**config.mk**
```make
export PLATFORM = sky130hd
export DESIGN_NAME = baud_gen
export DESIGN_NICKNAME = d
export VERILOG_FILES = /design/src/baud_pkg.sv /design/src/baud_gen.sv /design/src/majority_sampler.sv
export SDC_FILE = /design/constraint.sdc
export NUM_CORES = 1
export LEC_CHECK = 0
export ABC_AREA = 1
export BUFFER_PORTS_ARGS = -buffer_cell sky130_fd_sc_hd__buf_4
export CORE_UTILIZATION = 35
export CTS_CLUSTER_DIAMETER = 40
export DETAILED_ROUTE_END_ITERATION = 6
export SLEW_MARGIN = 40
export SYNTH_ARGS = -nofsm -noshare
export SYNTH_HDL_FRONTEND = slang
export SYNTH_SLANG_ARGS = --single-unit
```
**constraint.sdc**
```tcl
create_clock -name mclk -period 3.45 [get_ports mclk]
set_clock_uncertainty 0.1 [all_clocks]
set_input_delay 0.69 -clock mclk [delete_from_list [all_inputs] [get_ports mclk]]
set_output_delay 0.69 -clock mclk [all_outputs]
set_load 0.02 [all_outputs]
```
**src/baud_pkg.sv**
```systemverilog
package baud_pkg;

  // Register offsets on the plain register port.
  localparam logic [7:0] RCS_OFFSET = 8'h18;
  localparam logic [7:0] TCS_OFFSET = 8'h98;
  localparam logic [7:0] DIV_OFFSET = 8'h99;

  // Field positions in the transmit control register.
  localparam int CLK_SRC_BIT = 7;
  localparam int SYNC_BIT = 4;
  localparam int HIGH_SPEED_BIT = 2;
  localparam int SHIFT_EMPTY_BIT = 1;

  // Field positions in the receive control register.
  localparam int PORT_EN_BIT = 7;

  // Implemented bits, unimplemented bit 3 reads zero.
  localparam logic [7:0] TCS_WR_MASK = 8'hF5;
  localparam logic [7:0] RCS_WR_MASK = 8'hF0;

  // Reset values.
  localparam logic [7:0] TCS_RESET = 8'h02;
  localparam logic [7:0] RCS_RESET = 8'h00;
  localparam logic [7:0] DIV_RESET = 8'h00;

  // Prescale ratios ahead of the divisor timer.
  localparam int PRE_LOW = 64;
  localparam int PRE_HIGH = 16;
  localparam int PRE_SYNC = 4;

  // Ticks per bit in each asynchronous oversampling mode.
  localparam int OVS_LOW = 64;
  localparam int OVS_HIGH = 16;

  // Register port request.
  typedef struct packed {
    logic [7:0] addr;
    logic [7:0] wdata;
    logic wr;
    logic rd;
  } reg_req_t;

  // Rate selection derived from mode bits.
  typedef enum logic [1:0] {
    RATE_ASYNC_LOW,
    RATE_ASYNC_HIGH,
    RATE_SYNC,
    RATE_OFF
  } rate_mode_t;

endpackage

```
**src/baud_gen.sv**
```systemverilog
// Summary of operation
// RULE1 - One dedicated 8-bit baud generator serves asynchronous and synchronous modes.
// RULE2 - Free-running 8-bit timer period set by the divisor register.
// RULE3 - In asynchronous mode the high-speed select bit changes the rate.
// RULE4 - In synchronous mode the high-speed select bit is ignored.
// RULE5 - In synchronous mode rate formulas apply only as master; slave clock is external.
// RULE6 - Asynchronous low speed: rate is clock over 64 times divisor plus one.
// RULE7 - Asynchronous high speed: rate is clock over 16 times divisor plus one.
// RULE8 - Synchronous master: rate is clock over 4 times divisor plus one.
// RULE9 - Every divisor 0 to 255 is accepted as unsigned.
// RULE10 - Writing the divisor clears the baud timer at once.
// RULE11 - Receive pin is sampled three times and decided by majority.
// RULE12 - Software picks the nearest divisor and computes the rate error.
// RULE13 - Software may choose high speed for slow rates to cut error.
// RULE14 - Unimplemented bit of both control registers reads zero.
// RULE15 - Asynchronous output is a 16x or 64x bit-rate clock.
// RULE16 - Mode bit one is synchronous, zero is asynchronous.
// RULE17 - In synchronous mode clock source one is master, zero is slave.
// RULE18 - Timer pulses once every divisor-plus-one prescaled ticks then restarts.
// RULE19 - Three votes are taken near the middle of each bit.
`timescale 1ns/10ps
`default_nettype none

module baud_gen #(
  parameter int DIV_WIDTH = 8
) (
  // Clock and reset
  input wire logic mclk,
  input wire logic rst_b,
  // Register port
  input wire baud_pkg::reg_req_t req,
  output logic [7:0] rdata,
  // Status from transmit shifter, same clock
  input wire logic shift_empty,
  // Receive data pin, asynchronous
  input wire logic receive_data_pin,
  // Generator outputs
  output logic baud_tick,
  output logic sync_clk_out,
  output logic sync_master,
  output logic rx_level,
  output logic rx_bit_strobe
);

  // The timer is defined as exactly eight bits wide.
  if (DIV_WIDTH != 8)
  begin : g_width_check
    $error("baud_gen supports only an 8-bit divisor");
  end

  logic [7:0] tcs_r;
  logic [7:0] rcs_r;
  logic [DIV_WIDTH-1:0] baud_divisor_r;
  logic [5:0] pre_r;
  logic [DIV_WIDTH-1:0] timer_r;
  logic tick_r;
  logic sclk_r;
  logic [5:0] ovs_r;
  logic [7:0] rdata_r;
  logic rx_s1_r;
  logic rx_s2_r;
  logic rx_strobe_r;
  logic div_write;
  logic [5:0] pre_last;
  logic [5:0] ovs_last;
  logic [5:0] mid;
  logic sample_now;
  logic vote_now;
  baud_pkg::rate_mode_t mode;

  assign div_write = req.wr && (req.addr == baud_pkg::DIV_OFFSET);

  // Mode select: synchronous bit picks the formula, high speed only counts when async.
  always_comb
  begin
    if (!tcs_r[baud_pkg::SYNC_BIT]) // RULE16
    begin
      if (tcs_r[baud_pkg::HIGH_SPEED_BIT]) // RULE3
        mode = baud_pkg::RATE_ASYNC_HIGH;
      else
        mode = baud_pkg::RATE_ASYNC_LOW;
    end
    else if (tcs_r[baud_pkg::CLK_SRC_BIT]) // RULE4 RULE17
      mode = baud_pkg::RATE_SYNC;
    else
      mode = baud_pkg::RATE_OFF; // RULE5
  end

  // Prescale length before the divisor timer, one less than the ratio, or than half of it when synchronous.
  always_comb
  begin
    case (mode)
      baud_pkg::RATE_ASYNC_LOW: pre_last = 6'(baud_pkg::PRE_LOW - 1); // RULE6
      baud_pkg::RATE_ASYNC_HIGH: pre_last = 6'(baud_pkg::PRE_HIGH - 1); // RULE7
      baud_pkg::RATE_SYNC: pre_last = 6'(baud_pkg::PRE_SYNC / 2 - 1); // RULE8
      default: pre_last = 6'h00;
    endcase
  end

  // Software registers; read-only status bit and unused bits are masked off.
  always_ff @(posedge mclk or negedge rst_b)
  begin
    if (!rst_b)
    begin
      tcs_r <= baud_pkg::TCS_RESET;
      rcs_r <= baud_pkg::RCS_RESET;
      baud_divisor_r <= baud_pkg::DIV_RESET;
    end
    else if (req.wr)
    begin
      if (req.addr == baud_pkg::TCS_OFFSET)
        tcs_r <= req.wdata & baud_pkg::TCS_WR_MASK; // RULE14
      if (req.addr == baud_pkg::RCS_OFFSET)
        rcs_r <= req.wdata & baud_pkg::RCS_WR_MASK; // RULE14
      if (div_write)
        baud_divisor_r <= req.wdata; // RULE9
    end
  end

  // Read data, one cycle after the strobe; shifter status reflects live state.
  always_ff @(posedge mclk or negedge rst_b)
  begin
    if (!rst_b)
      rdata_r <= 8'h00;
    else if (req.rd)
    begin
      case (req.addr)
        baud_pkg::TCS_OFFSET:
          rdata_r <= (tcs_r & ~(8'h01 << baud_pkg::SHIFT_EMPTY_BIT)) |
                     ({7'h00, shift_empty} << baud_pkg::SHIFT_EMPTY_BIT); // RULE14
        baud_pkg::RCS_OFFSET: rdata_r <= rcs_r; // RULE14
        baud_pkg::DIV_OFFSET: rdata_r <= baud_divisor_r;
        default: rdata_r <= 8'h00;
      endcase
    end
    else
      rdata_r <= 8'h00;
  end

  // Prescaler; restarts with the timer on a divisor write.
  always_ff @(posedge mclk or negedge rst_b)
  begin
    if (!rst_b)
      pre_r <= 6'h00;
    else if (div_write || mode == baud_pkg::RATE_OFF)
      pre_r <= 6'h00; // RULE10
    else if (pre_r >= pre_last)
      pre_r <= 6'h00;
    else
      pre_r <= pre_r + 6'h01;
  end

  // Free-running divisor timer, one pulse every divisor plus one prescaled ticks.
  always_ff @(posedge mclk or negedge rst_b)
  begin
    if (!rst_b)
    begin
      timer_r <= '0;
      tick_r <= 1'b0;
    end
    else if (div_write || mode == baud_pkg::RATE_OFF)
    begin
      timer_r <= '0; // RULE10
      tick_r <= 1'b0;
    end
    else if (pre_r >= pre_last)
    begin
      if (timer_r >= baud_divisor_r) // RULE2 RULE18
      begin
        timer_r <= '0;
        tick_r <= 1'b1; // RULE1
      end
      else
      begin
        timer_r <= timer_r + 1'b1;
        tick_r <= 1'b0;
      end
    end
    else
      tick_r <= 1'b0;
  end

  // Synchronous master clock toggles on each tick while the port is enabled, halving to the 4x ratio.
  always_ff @(posedge mclk or negedge rst_b)
  begin
    if (!rst_b)
      sclk_r <= 1'b0;
    else if (mode != baud_pkg::RATE_SYNC || !rcs_r[baud_pkg::PORT_EN_BIT])
      sclk_r <= 1'b0;
    else if (tick_r)
      sclk_r <= ~sclk_r; // RULE8
  end

  // Two-flop synchroniser on the receive pin.
  always_ff @(posedge mclk or negedge rst_b)
  begin
    if (!rst_b)
    begin
      rx_s1_r <= 1'b1;
      rx_s2_r <= 1'b1;
    end
    else
    begin
      rx_s1_r <= receive_data_pin;
      rx_s2_r <= rx_s1_r;
    end
  end

  // Oversample count within a bit: 16 or 64 ticks per bit.
  assign ovs_last = tcs_r[baud_pkg::HIGH_SPEED_BIT] ?
                    6'(baud_pkg::OVS_HIGH - 1) : 6'(baud_pkg::OVS_LOW - 1); // RULE15
  assign mid = {1'b0, ovs_last[5:1]};

  always_ff @(posedge mclk or negedge rst_b)
  begin
    if (!rst_b)
      ovs_r <= 6'h00;
    else if (div_write || mode != baud_pkg::RATE_ASYNC_LOW && mode != baud_pkg::RATE_ASYNC_HIGH)
      ovs_r <= 6'h00;
    else if (tick_r)
      ovs_r <= (ovs_r >= ovs_last) ? 6'h00 : ovs_r + 6'h01; // RULE15
  end

  // Samples at mid-1, mid and mid+1; vote the tick after the last.
  // Free-running phase: a receiver re-aligns by start-bit logic elsewhere.
  assign sample_now = tick_r && (ovs_r == mid - 6'h01 || ovs_r == mid ||
                      ovs_r == mid + 6'h01); // RULE19
  assign vote_now = tick_r && (ovs_r == mid + 6'h02); // RULE19

  always_ff @(posedge mclk or negedge rst_b)
  begin
    if (!rst_b)
      rx_strobe_r <= 1'b0;
    else
      rx_strobe_r <= vote_now;
  end

  majority_sampler u_vote (
    .mclk(mclk),
    .rst_b(rst_b),
    .din(rx_s2_r),
    .sample(sample_now),
    .vote(vote_now),
    .level(rx_level)
  );

  assign rdata = rdata_r;
  assign baud_tick = tick_r;
  assign sync_clk_out = sclk_r;
  assign sync_master = (mode == baud_pkg::RATE_SYNC);
  assign rx_bit_strobe = rx_strobe_r;

endmodule

`default_nettype wire

```
**src/majority_sampler.sv**
```systemverilog
`timescale 1ns/10ps
`default_nettype none

// Three-sample majority vote around the middle of a bit.
module majority_sampler (
  // Clock and reset
  input wire logic mclk,
  input wire logic rst_b,
  // Synchronised data and sample strobe
  input wire logic din,
  input wire logic sample,
  input wire logic vote,
  // Decided level
  output logic level
);

  logic [2:0] shift_r;
  logic level_r;

  // Collect the latest three samples.
  always_ff @(posedge mclk or negedge rst_b)
  begin
    if (!rst_b)
      shift_r <= 3'h7;
    else if (sample)
      shift_r <= {shift_r[1:0], din}; // RULE11
  end

  // Majority of three decides the level once the samples are in.
  always_ff @(posedge mclk or negedge rst_b)
  begin
    if (!rst_b)
      level_r <= 1'b1;
    else if (vote)
      level_r <= (shift_r[0] & shift_r[1]) | (shift_r[0] & shift_r[2]) |
                 (shift_r[1] & shift_r[2]); // RULE11
  end

  assign level = level_r;

endmodule

`default_nettype wire
```
==> results of run 1 <==
[sequential cells by signal, summed over array words and instances, names as in the netlist]
name / count
timer_r: 8
baud_tick: 1
ovs_r: 6
pre_r: 6
rx_s2_r: 1
tcs_r: 6
sync_clk_out: 1
rcs_r: 4
baud_divisor_r: 8
rdata: 8
rx_bit_strobe: 1
u_vote.shift_r: 3
u_vote.level: 1
rx_s1_r: 1
[how the worst max path moves through the flow]
stage,end,slack (ns),start,depth (start not counted)
after floorplan,pre_r[3],1.50,tcs_r[4],10
after detailed placement,pre_r[3],1.25,tcs_r[4],10
after global placement,pre_r[3],1.34,tcs_r[4],10
after global routing,pre_r[2],1.05,tcs_r[4],10
after CTS,pre_r[3],1.22,tcs_r[4],10
final,pre_r[3],1.24,tcs_r[4],10
[routing by layer]
metal | GRT usage (%) | wire (µm) | vias to the layer above
met5 | 0 | 0 | -
met4 | 4.229 | 105 | 0
met3 | 3.349 | 190 | 6
met2 | 26.37 | 2805 | 33
met1 | 20.20 | 3113 | 1115
li1 | - | - | 1283
[through the flow]
| step | hold slack, ns | instance area (µm²) | setup WS [ns] | power, W | cells |
|---|---|---|---|---|---|
| global placement | 0.2475 | 3422 | 1.345 | 0.001116 | 517 |
| floorplan | 0.2452 | 3055 | 1.505 | 0.001019 | 381 |
| global route | 0.2706 | 3512 | 1.046 | 0.001596 | 525 |
| detailed placement | 0.2484 | 3422 | 1.251 | 0.001129 | 517 |
| CTS | 0.2636 | 3512 | 1.225 | 0.001495 | 525 |
| finish | 0.2618 | 3512 | 1.235 | 0.001473 | 525 |
[cell families after synthesis]
kind of cell	synth area share [%]
simple gates	27.40
buf+inv	7.821
fa+ha+maj	9.336
xor+xnor	2.866
compound gates	7.289
flops	45.29
[layout make-up]
cell class / count / area [µm²]
fillers: 861 / 4828
multi-input cells: 265 / 1433
flip-flops and latches: 55 / 1384
repair buffers: 34 / 255.2
inverters: 58 / 219.0
well taps: 105 / 131.4
clock buffers: 6 / 72.57
clock inverters: 2 / 17.52
[cell usage in the layout, fill, tap and decap left out, types with 3 or more instances in the layout]
master	instances
sky130_fd_sc_hd__a21oi_1	6
sky130_fd_sc_hd__buf_4	34
sky130_fd_sc_hd__clkbuf_8	5
sky130_fd_sc_hd__dfrtp_1	49
sky130_fd_sc_hd__dfstp_2	6
sky130_fd_sc_hd__ha_1	22
sky130_fd_sc_hd__inv_1	54
sky130_fd_sc_hd__inv_2	3
sky130_fd_sc_hd__nand2_1	119
sky130_fd_sc_hd__nand2_2	6
sky130_fd_sc_hd__nand3_1	19
sky130_fd_sc_hd__nand4_1	10
sky130_fd_sc_hd__nor2_1	30
sky130_fd_sc_hd__nor2_4	3
sky130_fd_sc_hd__o21ai_0	17
sky130_fd_sc_hd__o21ai_1	4
sky130_fd_sc_hd__o21ai_2	4
sky130_fd_sc_hd__xnor2_1	4
sky130_fd_sc_hd__xor2_1	6
[power breakdown]
group	switching, W	total (W)	internal (W)
clock	0.000215	0.000362	0.000146
combinational	0.000209	0.000342	0.000133
sequential	0.0000638	0.000769	0.000706
total	0.000488	0.00147	0.000985
[critical path, delay by kind of cell, from the launching register on]
kind	cells	cell delay [ns]
buffers and inverters	2	0.20
adders and majority gates	1	0.28
AOI/OAI and AO/OA	1	0.16
and+or+nand+nor	6	0.94
DFF	1	0.47
==> parameters.txt, run 1 <==
Parameter                              Value

Status
  Status ... complete, no violations

STA
  Setup repair after global routing missed its margin ... no
  Relative max-transition margin ... 53.04%
  Part of the cycle the worst path needs ... 64.20%
  Total Neg Setup Slack ... 0 ns
  Minimum clock period ... 2.215 ns
  Final Hold Fails ... 0
  Highest attainable clock frequency ... 451.5 MHz
  Final max-slew violation count ... 0
  Final setup violation count ... 0
  Slew of the pin with the lowest slew margin ... 0.7044 ns

Global route
  Number of antenna violations at the first check in global routing ... 0
  Global-route wire length before repair ... 11.10 mm
  Vias in the first global route ... 2445
  Maximum number of pins on one net before global-route repair ... 56
  Grt ovf ... 0
  Aggregate global-route resource usage ... 15.64%

Setup path
  Dominant cell type by count on the critical path ... sky130_fd_sc_hd__nand2_1
  Ordered list of cells on the worst path ... inv_1 > or2_2 > ha_1 > o21ai_0 > nand2_1 > nand2_1 > nand2_2 > nor2_4 > inv_2 > nor3_2
  Type of the setup path with the least slack ... register to register
  Max FO, Critical Path ... 10
  Startpoint Class ... register
  Worst Path Arrival ... 2.35 ns
  Slowest cell delay on critical path ... 0.47 ns
  R2R cell count ... 10
  Setup slack of the worst register-to-register path ... 1.24 ns
  R2r startpoint ... tcs_r[4]
  Critical path data required time ... 3.58 ns
  Slowest cell on the critical path ... sky130_fd_sc_hd__dfrtp_1
  Worst Setup End Kind ... register
  Reg-to-Reg End ... pre_r[3]

Clocking
  Clock Tree Buf Depth ... 2
  Clock-pin transition on the worst setup and hold timing paths ... 0.10 ns
  Count of buffers added by post-CTS timing repair for setup ... 0
  Number of instances resized during post-cts repair ... 0
  TritonCTS clock tree ... yes
  Number of H-tree branching levels ... 2
  Clk Latency, worst-skew pair ... 0.31 ns
  Number of CTS-inserted buffers ... 5
  Number of clock sinks ... 55
  Buffer type at the clock tree root ... sky130_fd_sc_hd__clkbuf_8
  Number of hold buffers added after cts ... 0

Detailed routing
  First drt pass iteration count ... 4
  Via count of the routed design ... 2437
  Detailed router's first-iteration violation count ... 83
  DRC viols ... 0
  Detailed-route wire length ... 6.215 mm
  Via count normalized by instance count ... 4.642
  Wire length per cell ... 11.84 µm
  Detail Route Antenna Nets ... 0

Floorplan
  Total die area ... 9108 µm²
  Die Span X ... 95.44 µm
  Number of primary I/O pins ... 35
  Height of the die ... 95.44 µm
  Initial standard-cell utilization of the core ... 36.63%
  Floorplan core area ... 8341 µm²
  Rows ... 33

Synth
  Proportion of synthesized chip area in sequential cells ... 45.29%
  Yosys top cell area share ... 40.13%
  Leading cell types by total area after synthesis ... sky130_fd_sc_hd__dfrtp_1 40%, sky130_fd_sc_hd__nand2_1 15%, sky130_fd_sc_hd__ha_1 9.0%
  Area leader, netlist ... sky130_fd_sc_hd__dfrtp_1
  Net count after synthesis ... 425
  Most frequent cell after synthesis ... sky130_fd_sc_hd__nand2_1
  Number of synthesized register bits ... 55
  Primary flip-flop cell chosen by synthesis mapping ... sky130_fd_sc_hd__dfrtp_1
  Number of synthesis warnings ... 0
  Leading post-synthesis cells by instance count ... 119 x sky130_fd_sc_hd__nand2_1, 54 x sky130_fd_sc_hd__inv_1, 49 x sky130_fd_sc_hd__dfrtp_1
  Count of cell types in the netlist ... 33
  Async set-reset flop share out of synthesis ... 100.0%
  Gate count after technology mapping ... 381
  Number of synthesized flops with an enable pin ... 0
  Syn Area/Cell ... 8.020 µm²
  Netlist Area Pre-Place ... 3055 µm²

Finish
  Layout overhead on the synthesized area ... 14.95%
  Number of inserted diodes ... 0
  Number of nets at the end of the flow ... 463
  Layout cells sized above 1 ... 16.67%
  Final core occ ... 42.11%

Worst hold path
  Launch instance of the worst min-delay path ... rx_s1_r
  Worst Hold Depth ... 0
  Terminating pin of the worst hold path ... rx_s2_r
  HP Class ... register to register

Pwr
  Leakage dissipation ... 1.904 nW
  IR Drop Worst-Case VDD ... 214.8 µV
  Power Density ... 419.5 nW/µm²

Place
  Count of input and output buffers ... 34
  Half-perimeter wire length of the detailed placement result ... 4.803 mm
  Routability cong. ... 0.8047

Flow run
  MaxCap Viol Count ... 0
(Power assumes the default switching activity.)
==> inputs of run 2 (changes only) <==
==> constraint.sdc (replaced) <==
create_clock -name mclk -period 2.17 [get_ports mclk]
set_clock_uncertainty 0.1 [all_clocks]
set_input_delay 0.434 -clock mclk [delete_from_list [all_inputs] [get_ports mclk]]
set_output_delay 0.434 -clock mclk [all_outputs]
set_load 0.02 [all_outputs]
==> parameters.txt, run 2 (synthesis gave the netlist of run 1 again) <==
Parameter                              Value

Floorplan
  Total die area ... 9108 µm²
  Number of primary I/O pins ... 35
  Initial standard-cell utilization of the core ... 36.63%
  Die Span X ... 95.44 µm
  Height of the die ... 95.44 µm
  Floorplan core area ... 8341 µm²
  Rows ... 33

Finish
  Number of fill cells ... 836
  Number of inserted diodes ... 0
  Post-layout instance count excluding filler cells ... 530
  Number of nets at the end of the flow ... 468
  Post-layout instance area ... 3557 µm²
  Final core occ ... 42.65%
  Layout overhead on the synthesized area ... 16.42%
  Commonest non-fill, non-tap cells in the layout ... 119 x sky130_fd_sc_hd__nand2_1, 54 x sky130_fd_sc_hd__inv_1, 49 x sky130_fd_sc_hd__dfrtp_1
  Layout cells sized above 1 ... 17.65%
  Leading cell type in the layout, fill and taps excluded ... sky130_fd_sc_hd__nand2_1

Detailed routing
  Detailed-route wire length ... 6.429 mm
  Wire length per cell ... 12.13 µm
  DRC viols ... 0
  Detailed router's first-iteration violation count ... 109
  Via count of the routed design ... 2463
  Via count normalized by instance count ... 4.647
  Detail Route Antenna Nets ... 0
  First drt pass iteration count ... 4

Pwr
  Switching Share ... 33.27%
  Overall power of the completed layout ... 0.002374 W
  IR Drop Worst-Case VDD ... 281.1 µV
  Net Switching ... 0.0007897 W
  Proportion of power drawn by flip-flops and latches ... 51.4%
  Combinational cell fraction of total power ... 24.7%
  Power Density ... 667.4 nW/µm²
  Leakage dissipation ... 1.925 nW
  Internal ... 0.001584 W
  Clock Power Share ... 24.0%

Place
  Half-perimeter wire length of the detailed placement result ... 4.964 mm
  Area of placed instances ... 3452 µm²
  Routability cong. ... 0.8477
  Total instance count after detailed placement ... 521
  Count of input and output buffers ... 34

STA
  Relative max-transition margin ... 54.05%
  Final Hold Fails ... 0
  Slew of the pin with the lowest slew margin ... 0.6893 ns
  Total Neg Setup Slack ... 0 ns
  Minimum clock period ... 1.989 ns
  Setup repair after global routing missed its margin ... no
  Part of the cycle the worst path needs ... 91.66%
  Final max-slew violation count ... 0
  Highest attainable clock frequency ... 502.8 MHz
  Final setup violation count ... 0

Global route
  Number of antenna violations at the first check in global routing ... 0
  Global-route wire length before repair ... 11.06 mm
  Aggregate global-route resource usage ... 15.62%
  Vias in the first global route ... 2384
  Maximum number of pins on one net before global-route repair ... 56
  Grt ovf ... 0

Clocking
  TritonCTS clock tree ... yes
  Number of hold buffers added after cts ... 0
  Clk Latency, worst-skew pair ... 0.31 ns
  Number of H-tree branching levels ... 2
  Count of buffers added by post-CTS timing repair for setup ... 0
  Number of CTS-inserted buffers ... 5
  Clock-pin transition on the worst setup and hold timing paths ... 0.10 ns
  Clock Tree Buf Depth ... 2
  Number of clock sinks ... 55
  Buffer type at the clock tree root ... sky130_fd_sc_hd__clkbuf_8

Setup path
  Worst Path Arrival ... 2.12 ns
  Max FO, Critical Path ... 10
  R2r startpoint ... tcs_r[7]
  Crit path launch ... tcs_r[7]
  Startpoint Class ... register
  Type of the setup path with the least slack ... register to register
  Critical path data required time ... 2.30 ns
  Worst Setup End Kind ... register

Worst hold path
  HP Class ... primary input to async pin

Flow run
  MaxCap Viol Count ... 0

Status
  Status ... complete, no violations
==> run 2: cell types whose count changed in the layout (fill, tap and decap cells not counted), sizes merged <==
cell / previous run / this run
buf: 34 / 38
clkinv: 3 / 1
clkinvlp: 0 / 1
inv: 57 / 58
nor2: 34 / 35
==> run 2: area by class of cell <==
class                   instances  area, µm²  area share [%]
inverters                      58      219.0           6.155
well taps                     105      131.4           3.693
repair buffers                 38      285.3           8.020
flip-flops and latches         55       1384           38.90
clock buffers                   6      72.57           2.040
multi-input cells             266       1449           40.73
clock inverters                 2      16.27          0.4573
==> run 2: power by group through the flow <==
stage | clock (W) | combinational (W) | sequential [W]
CTS | 0.000594 | 0.000563 | 0.00122
global placement | 0 | 0.000538 | 0.00124
floorplan | 0 | 0.000409 | 0.00121
global route | 0.000629 | 0.000694 | 0.00124
finish | 0.000569 | 0.000585 | 0.00122
detailed placement | 0 | 0.000558 | 0.00124
==> run 2: per-layer routing <==
metal  share of wire [%]  vias up  track usage, %
met4                0.79        0           3.856
met2                  48       38           26.85
met3                 3.5        6           2.711
met1                  48     1131           20.32
met5                   0        -               0
li1                    -     1288               -
==> run 2: repair_timing <==
| action | in CTS | in global routing |
|---|---|---|
| endpoints found under the hold margin | 0 | 0 |
| setup endpoints to repair | 0 | 11 |
| resized for setup | 0 | 2 |
==> run 2: path summary, 6_finish.rpt <==
kind / slack [ns] / cells after the start / endpoint
min reg2reg: 0.25 / 0 / rx_s2_r
max reg2reg: 0.18 / 9 / pre_r[3]
min: 0.06 / 1 / timer_r[7]
max in group asynchronous: 1.44 / 1 / baud_divisor_r[4]
min in group mclk: 0.13 / 1 / rx_s1_r
max: 0.18 / 9 / pre_r[3]
==> run 2: worst max-delay path: stages (launching register included) <==
cell	delay, ns
sky130_fd_sc_hd__dfrtp_1	0.41
sky130_fd_sc_hd__or2_2	0.32
sky130_fd_sc_hd__ha_1	0.27
sky130_fd_sc_hd__o21ai_0	0.15
sky130_fd_sc_hd__nand2_1	0.06
sky130_fd_sc_hd__nand2_1	0.10
sky130_fd_sc_hd__nand2_4	0.12
sky130_fd_sc_hd__nor2_4	0.20
sky130_fd_sc_hd__inv_2	0.08
sky130_fd_sc_hd__nor3_2	0.11
==> run 2: metrics by stage <==
stage,hold slack (ns),setup slack [ns]
after floorplan,0.03841,0.2246
after global placement,0.2462,0.1724
after detailed placement,0.2488,0.1157
after CTS,0.09153,0.1047
after global routing,0.1121,0.01717
final,0.05896,0.1810
==> inputs of run 3 (changes only) <==
--- a/config.mk
+++ b/config.mk
@@ -7,6 +7,7 @@
 export LEC_CHECK = 0
 export ABC_AREA = 1
 export BUFFER_PORTS_ARGS = -buffer_cell sky130_fd_sc_hd__buf_4
+export CORE_ASPECT_RATIO = 0.9
 export CORE_UTILIZATION = 35
 export CTS_CLUSTER_DIAMETER = 40
 export DETAILED_ROUTE_END_ITERATION = 6
==> parameters.txt, run 3 (synthesis gave the netlist of run 1 again) <==
Parameter                              Value

Finish
  Commonest non-fill, non-tap cells in the layout ... 119 x sky130_fd_sc_hd__nand2_1, 54 x sky130_fd_sc_hd__inv_1, 48 x sky130_fd_sc_hd__dfrtp_1
  Leading cell type in the layout, fill and taps excluded ... sky130_fd_sc_hd__nand2_1
  Number of inserted diodes ... 0
  Number of nets at the end of the flow ... 468
  Layout cells sized above 1 ... 18.35%
  Post-layout instance count excluding filler cells ... 540
  Number of fill cells ... 825
  Layout overhead on the synthesized area ... 17.57%

Global route
  Grt ovf ... 0
  Aggregate global-route resource usage ... 14.64%
  Vias in the first global route ... 2292
  Maximum number of pins on one net before global-route repair ... 56
  Number of antenna violations at the first check in global routing ... 0
  Global-route wire length before repair ... 10.61 mm

STA
  Slew of the pin with the lowest slew margin ... 0.7070 ns
  Part of the cycle the worst path needs ... 92.82%
  Relative max-transition margin ... 52.87%
  Minimum clock period ... 2.014 ns
  Setup repair after global routing missed its margin ... no
  Highest attainable clock frequency ... 496.5 MHz
  Final max-slew violation count ... 0
  Final setup violation count ... 0
  Total Neg Setup Slack ... 0 ns
  Final Hold Fails ... 0

Floorplan
  Total die area ... 9108 µm²
  Die Span X ... 100.5 µm
  Rows ... 31
  Initial standard-cell utilization of the core ... 36.98%
  Number of primary I/O pins ... 35
  Floorplan core area ... 8262 µm²
  Height of the die ... 90.64 µm

Setup path
  Reg-to-Reg End ... timer_r[1]
  R2r startpoint ... tcs_r[7]
  Worst Path Arrival ... 2.14 ns
  Critical path data required time ... 2.29 ns
  Max FO, Critical Path ... 9
  R2R cell count ... 10
  Worst Setup End Kind ... register
  Startpoint Class ... register
  Type of the setup path with the least slack ... register to register
  Setup slack of the worst register-to-register path ... 0.16 ns

Clocking
  Buffer type at the clock tree root ... sky130_fd_sc_hd__clkbuf_8
  Number of CTS-inserted buffers ... 5
  TritonCTS clock tree ... yes
  Clock-pin transition on the worst setup and hold timing paths ... 0.10 ns
  Clock Tree Buf Depth ... 2
  Clk Latency, worst-skew pair ... 0.30 ns
  Number of H-tree branching levels ... 2
  Number of clock sinks ... 55
  Number of hold buffers added after cts ... 0

Detailed routing
  First drt pass iteration count ... 4
  Detailed router's first-iteration violation count ... 98
  Via count normalized by instance count ... 4.511
  DRC viols ... 0
  Detailed-route wire length ... 6.174 mm
  Detail Route Antenna Nets ... 0
  Via count of the routed design ... 2436
  Wire length per cell ... 11.43 µm

Place
  Total instance count after detailed placement ... 531
  Count of input and output buffers ... 34
  Routability cong. ... 0.8006
  Half-perimeter wire length of the detailed placement result ... 4.821 mm

Pwr
  Power Density ... 682.1 nW/µm²
  Leakage dissipation ... 1.938 nW
  IR Drop Worst-Case VDD ... 575.9 µV

Status
  Status ... complete, no violations

Flow run
  MaxCap Viol Count ... 0

Worst hold path
  HP Class ... primary input to async pin
[run 3: cell types whose count changed in the layout (fill, tap and decap cells not counted), sizes merged]
cell	change
buf	+1
nor2	-1
clkinv	+1
inv	-1
[run 3: worst max path at each step]
stage	start	to
after floorplan	tcs_r[4]	pre_r[3]
after global placement	tcs_r[7]	pre_r[3]
after detailed placement	tcs_r[7]	pre_r[3]
after CTS	tcs_r[7]	pre_r[3]
after global routing	tcs_r[4]	timer_r[1]
final	tcs_r[7]	timer_r[1]
[run 3: cell type report]
class | count | area, µm² | share of cell area (%)
clock buffer | 6 | 82.58 | 2.299
timing repair buffer | 39 | 305.3 | 8.499
tap | 115 | 143.9 | 4.006
inverter | 58 | 219.0 | 6.095
multi-input combinational | 265 | 1440 | 40.09
clock inverter | 2 | 16.27 | 0.4528
sequential | 55 | 1385 | 38.56
[run 3: timing repair]
item,CTS,global route
setup endpoints to repair,0,13
buffers inserted,0,1
gates resized for setup,0,4
[run 3: layer usage]
metal | wire [µm] | GRT usage (%) | vias up
met4 | 42 | 2.899 | 0
met5 | 0 | 0 | -
li1 | - | - | 1286
met2 | 2800 | 23.23 | 20
met3 | 135 | 2.632 | 5
met1 | 3196 | 20.83 | 1125
[run 3: through the flow]
step | hold slack, ns | total power [W] | utilization [%] | area, µm² | worst slack (ns)
after floorplan | 0.03841 | 0.001620 | - | 3055 | 0.2246
after detailed placement | 0.2490 | 0.001806 | 41.94 | 3465 | 0.08980
final | 0.07073 | 0.002450 | 43.48 | 3592 | 0.1558
after global placement | 0.2461 | 0.001790 | 41.94 | 3465 | 0.1526
after CTS | 0.09615 | 0.002412 | 43.13 | 3563 | 0.06426
after global routing | 0.09909 | 0.002636 | 43.48 | 3592 | 0.01423
[run 3: critical path, cell delays in order (launching register included)]
cell,delay [ns]
sky130_fd_sc_hd__dfrtp_1,0.42
sky130_fd_sc_hd__or2_2,0.32
sky130_fd_sc_hd__ha_1,0.27
sky130_fd_sc_hd__o21ai_1,0.14
sky130_fd_sc_hd__nand2_1,0.06
sky130_fd_sc_hd__nand2_1,0.10
sky130_fd_sc_hd__nand2_4,0.10
sky130_fd_sc_hd__nor2_4,0.17
sky130_fd_sc_hd__buf_12,0.13
sky130_fd_sc_hd__nand2_1,0.04
sky130_fd_sc_hd__o21ai_0,0.07
[run 3: power breakdown]
| group | total (W) | internal [W] | switching [W] |
|---|---|---|---|
| clock network | 0.000604 | 0.000261 | 0.000342 |
| logic | 0.000623 | 0.000262 | 0.000361 |
| registers | 0.00122 | 0.00112 | 0.000101 |
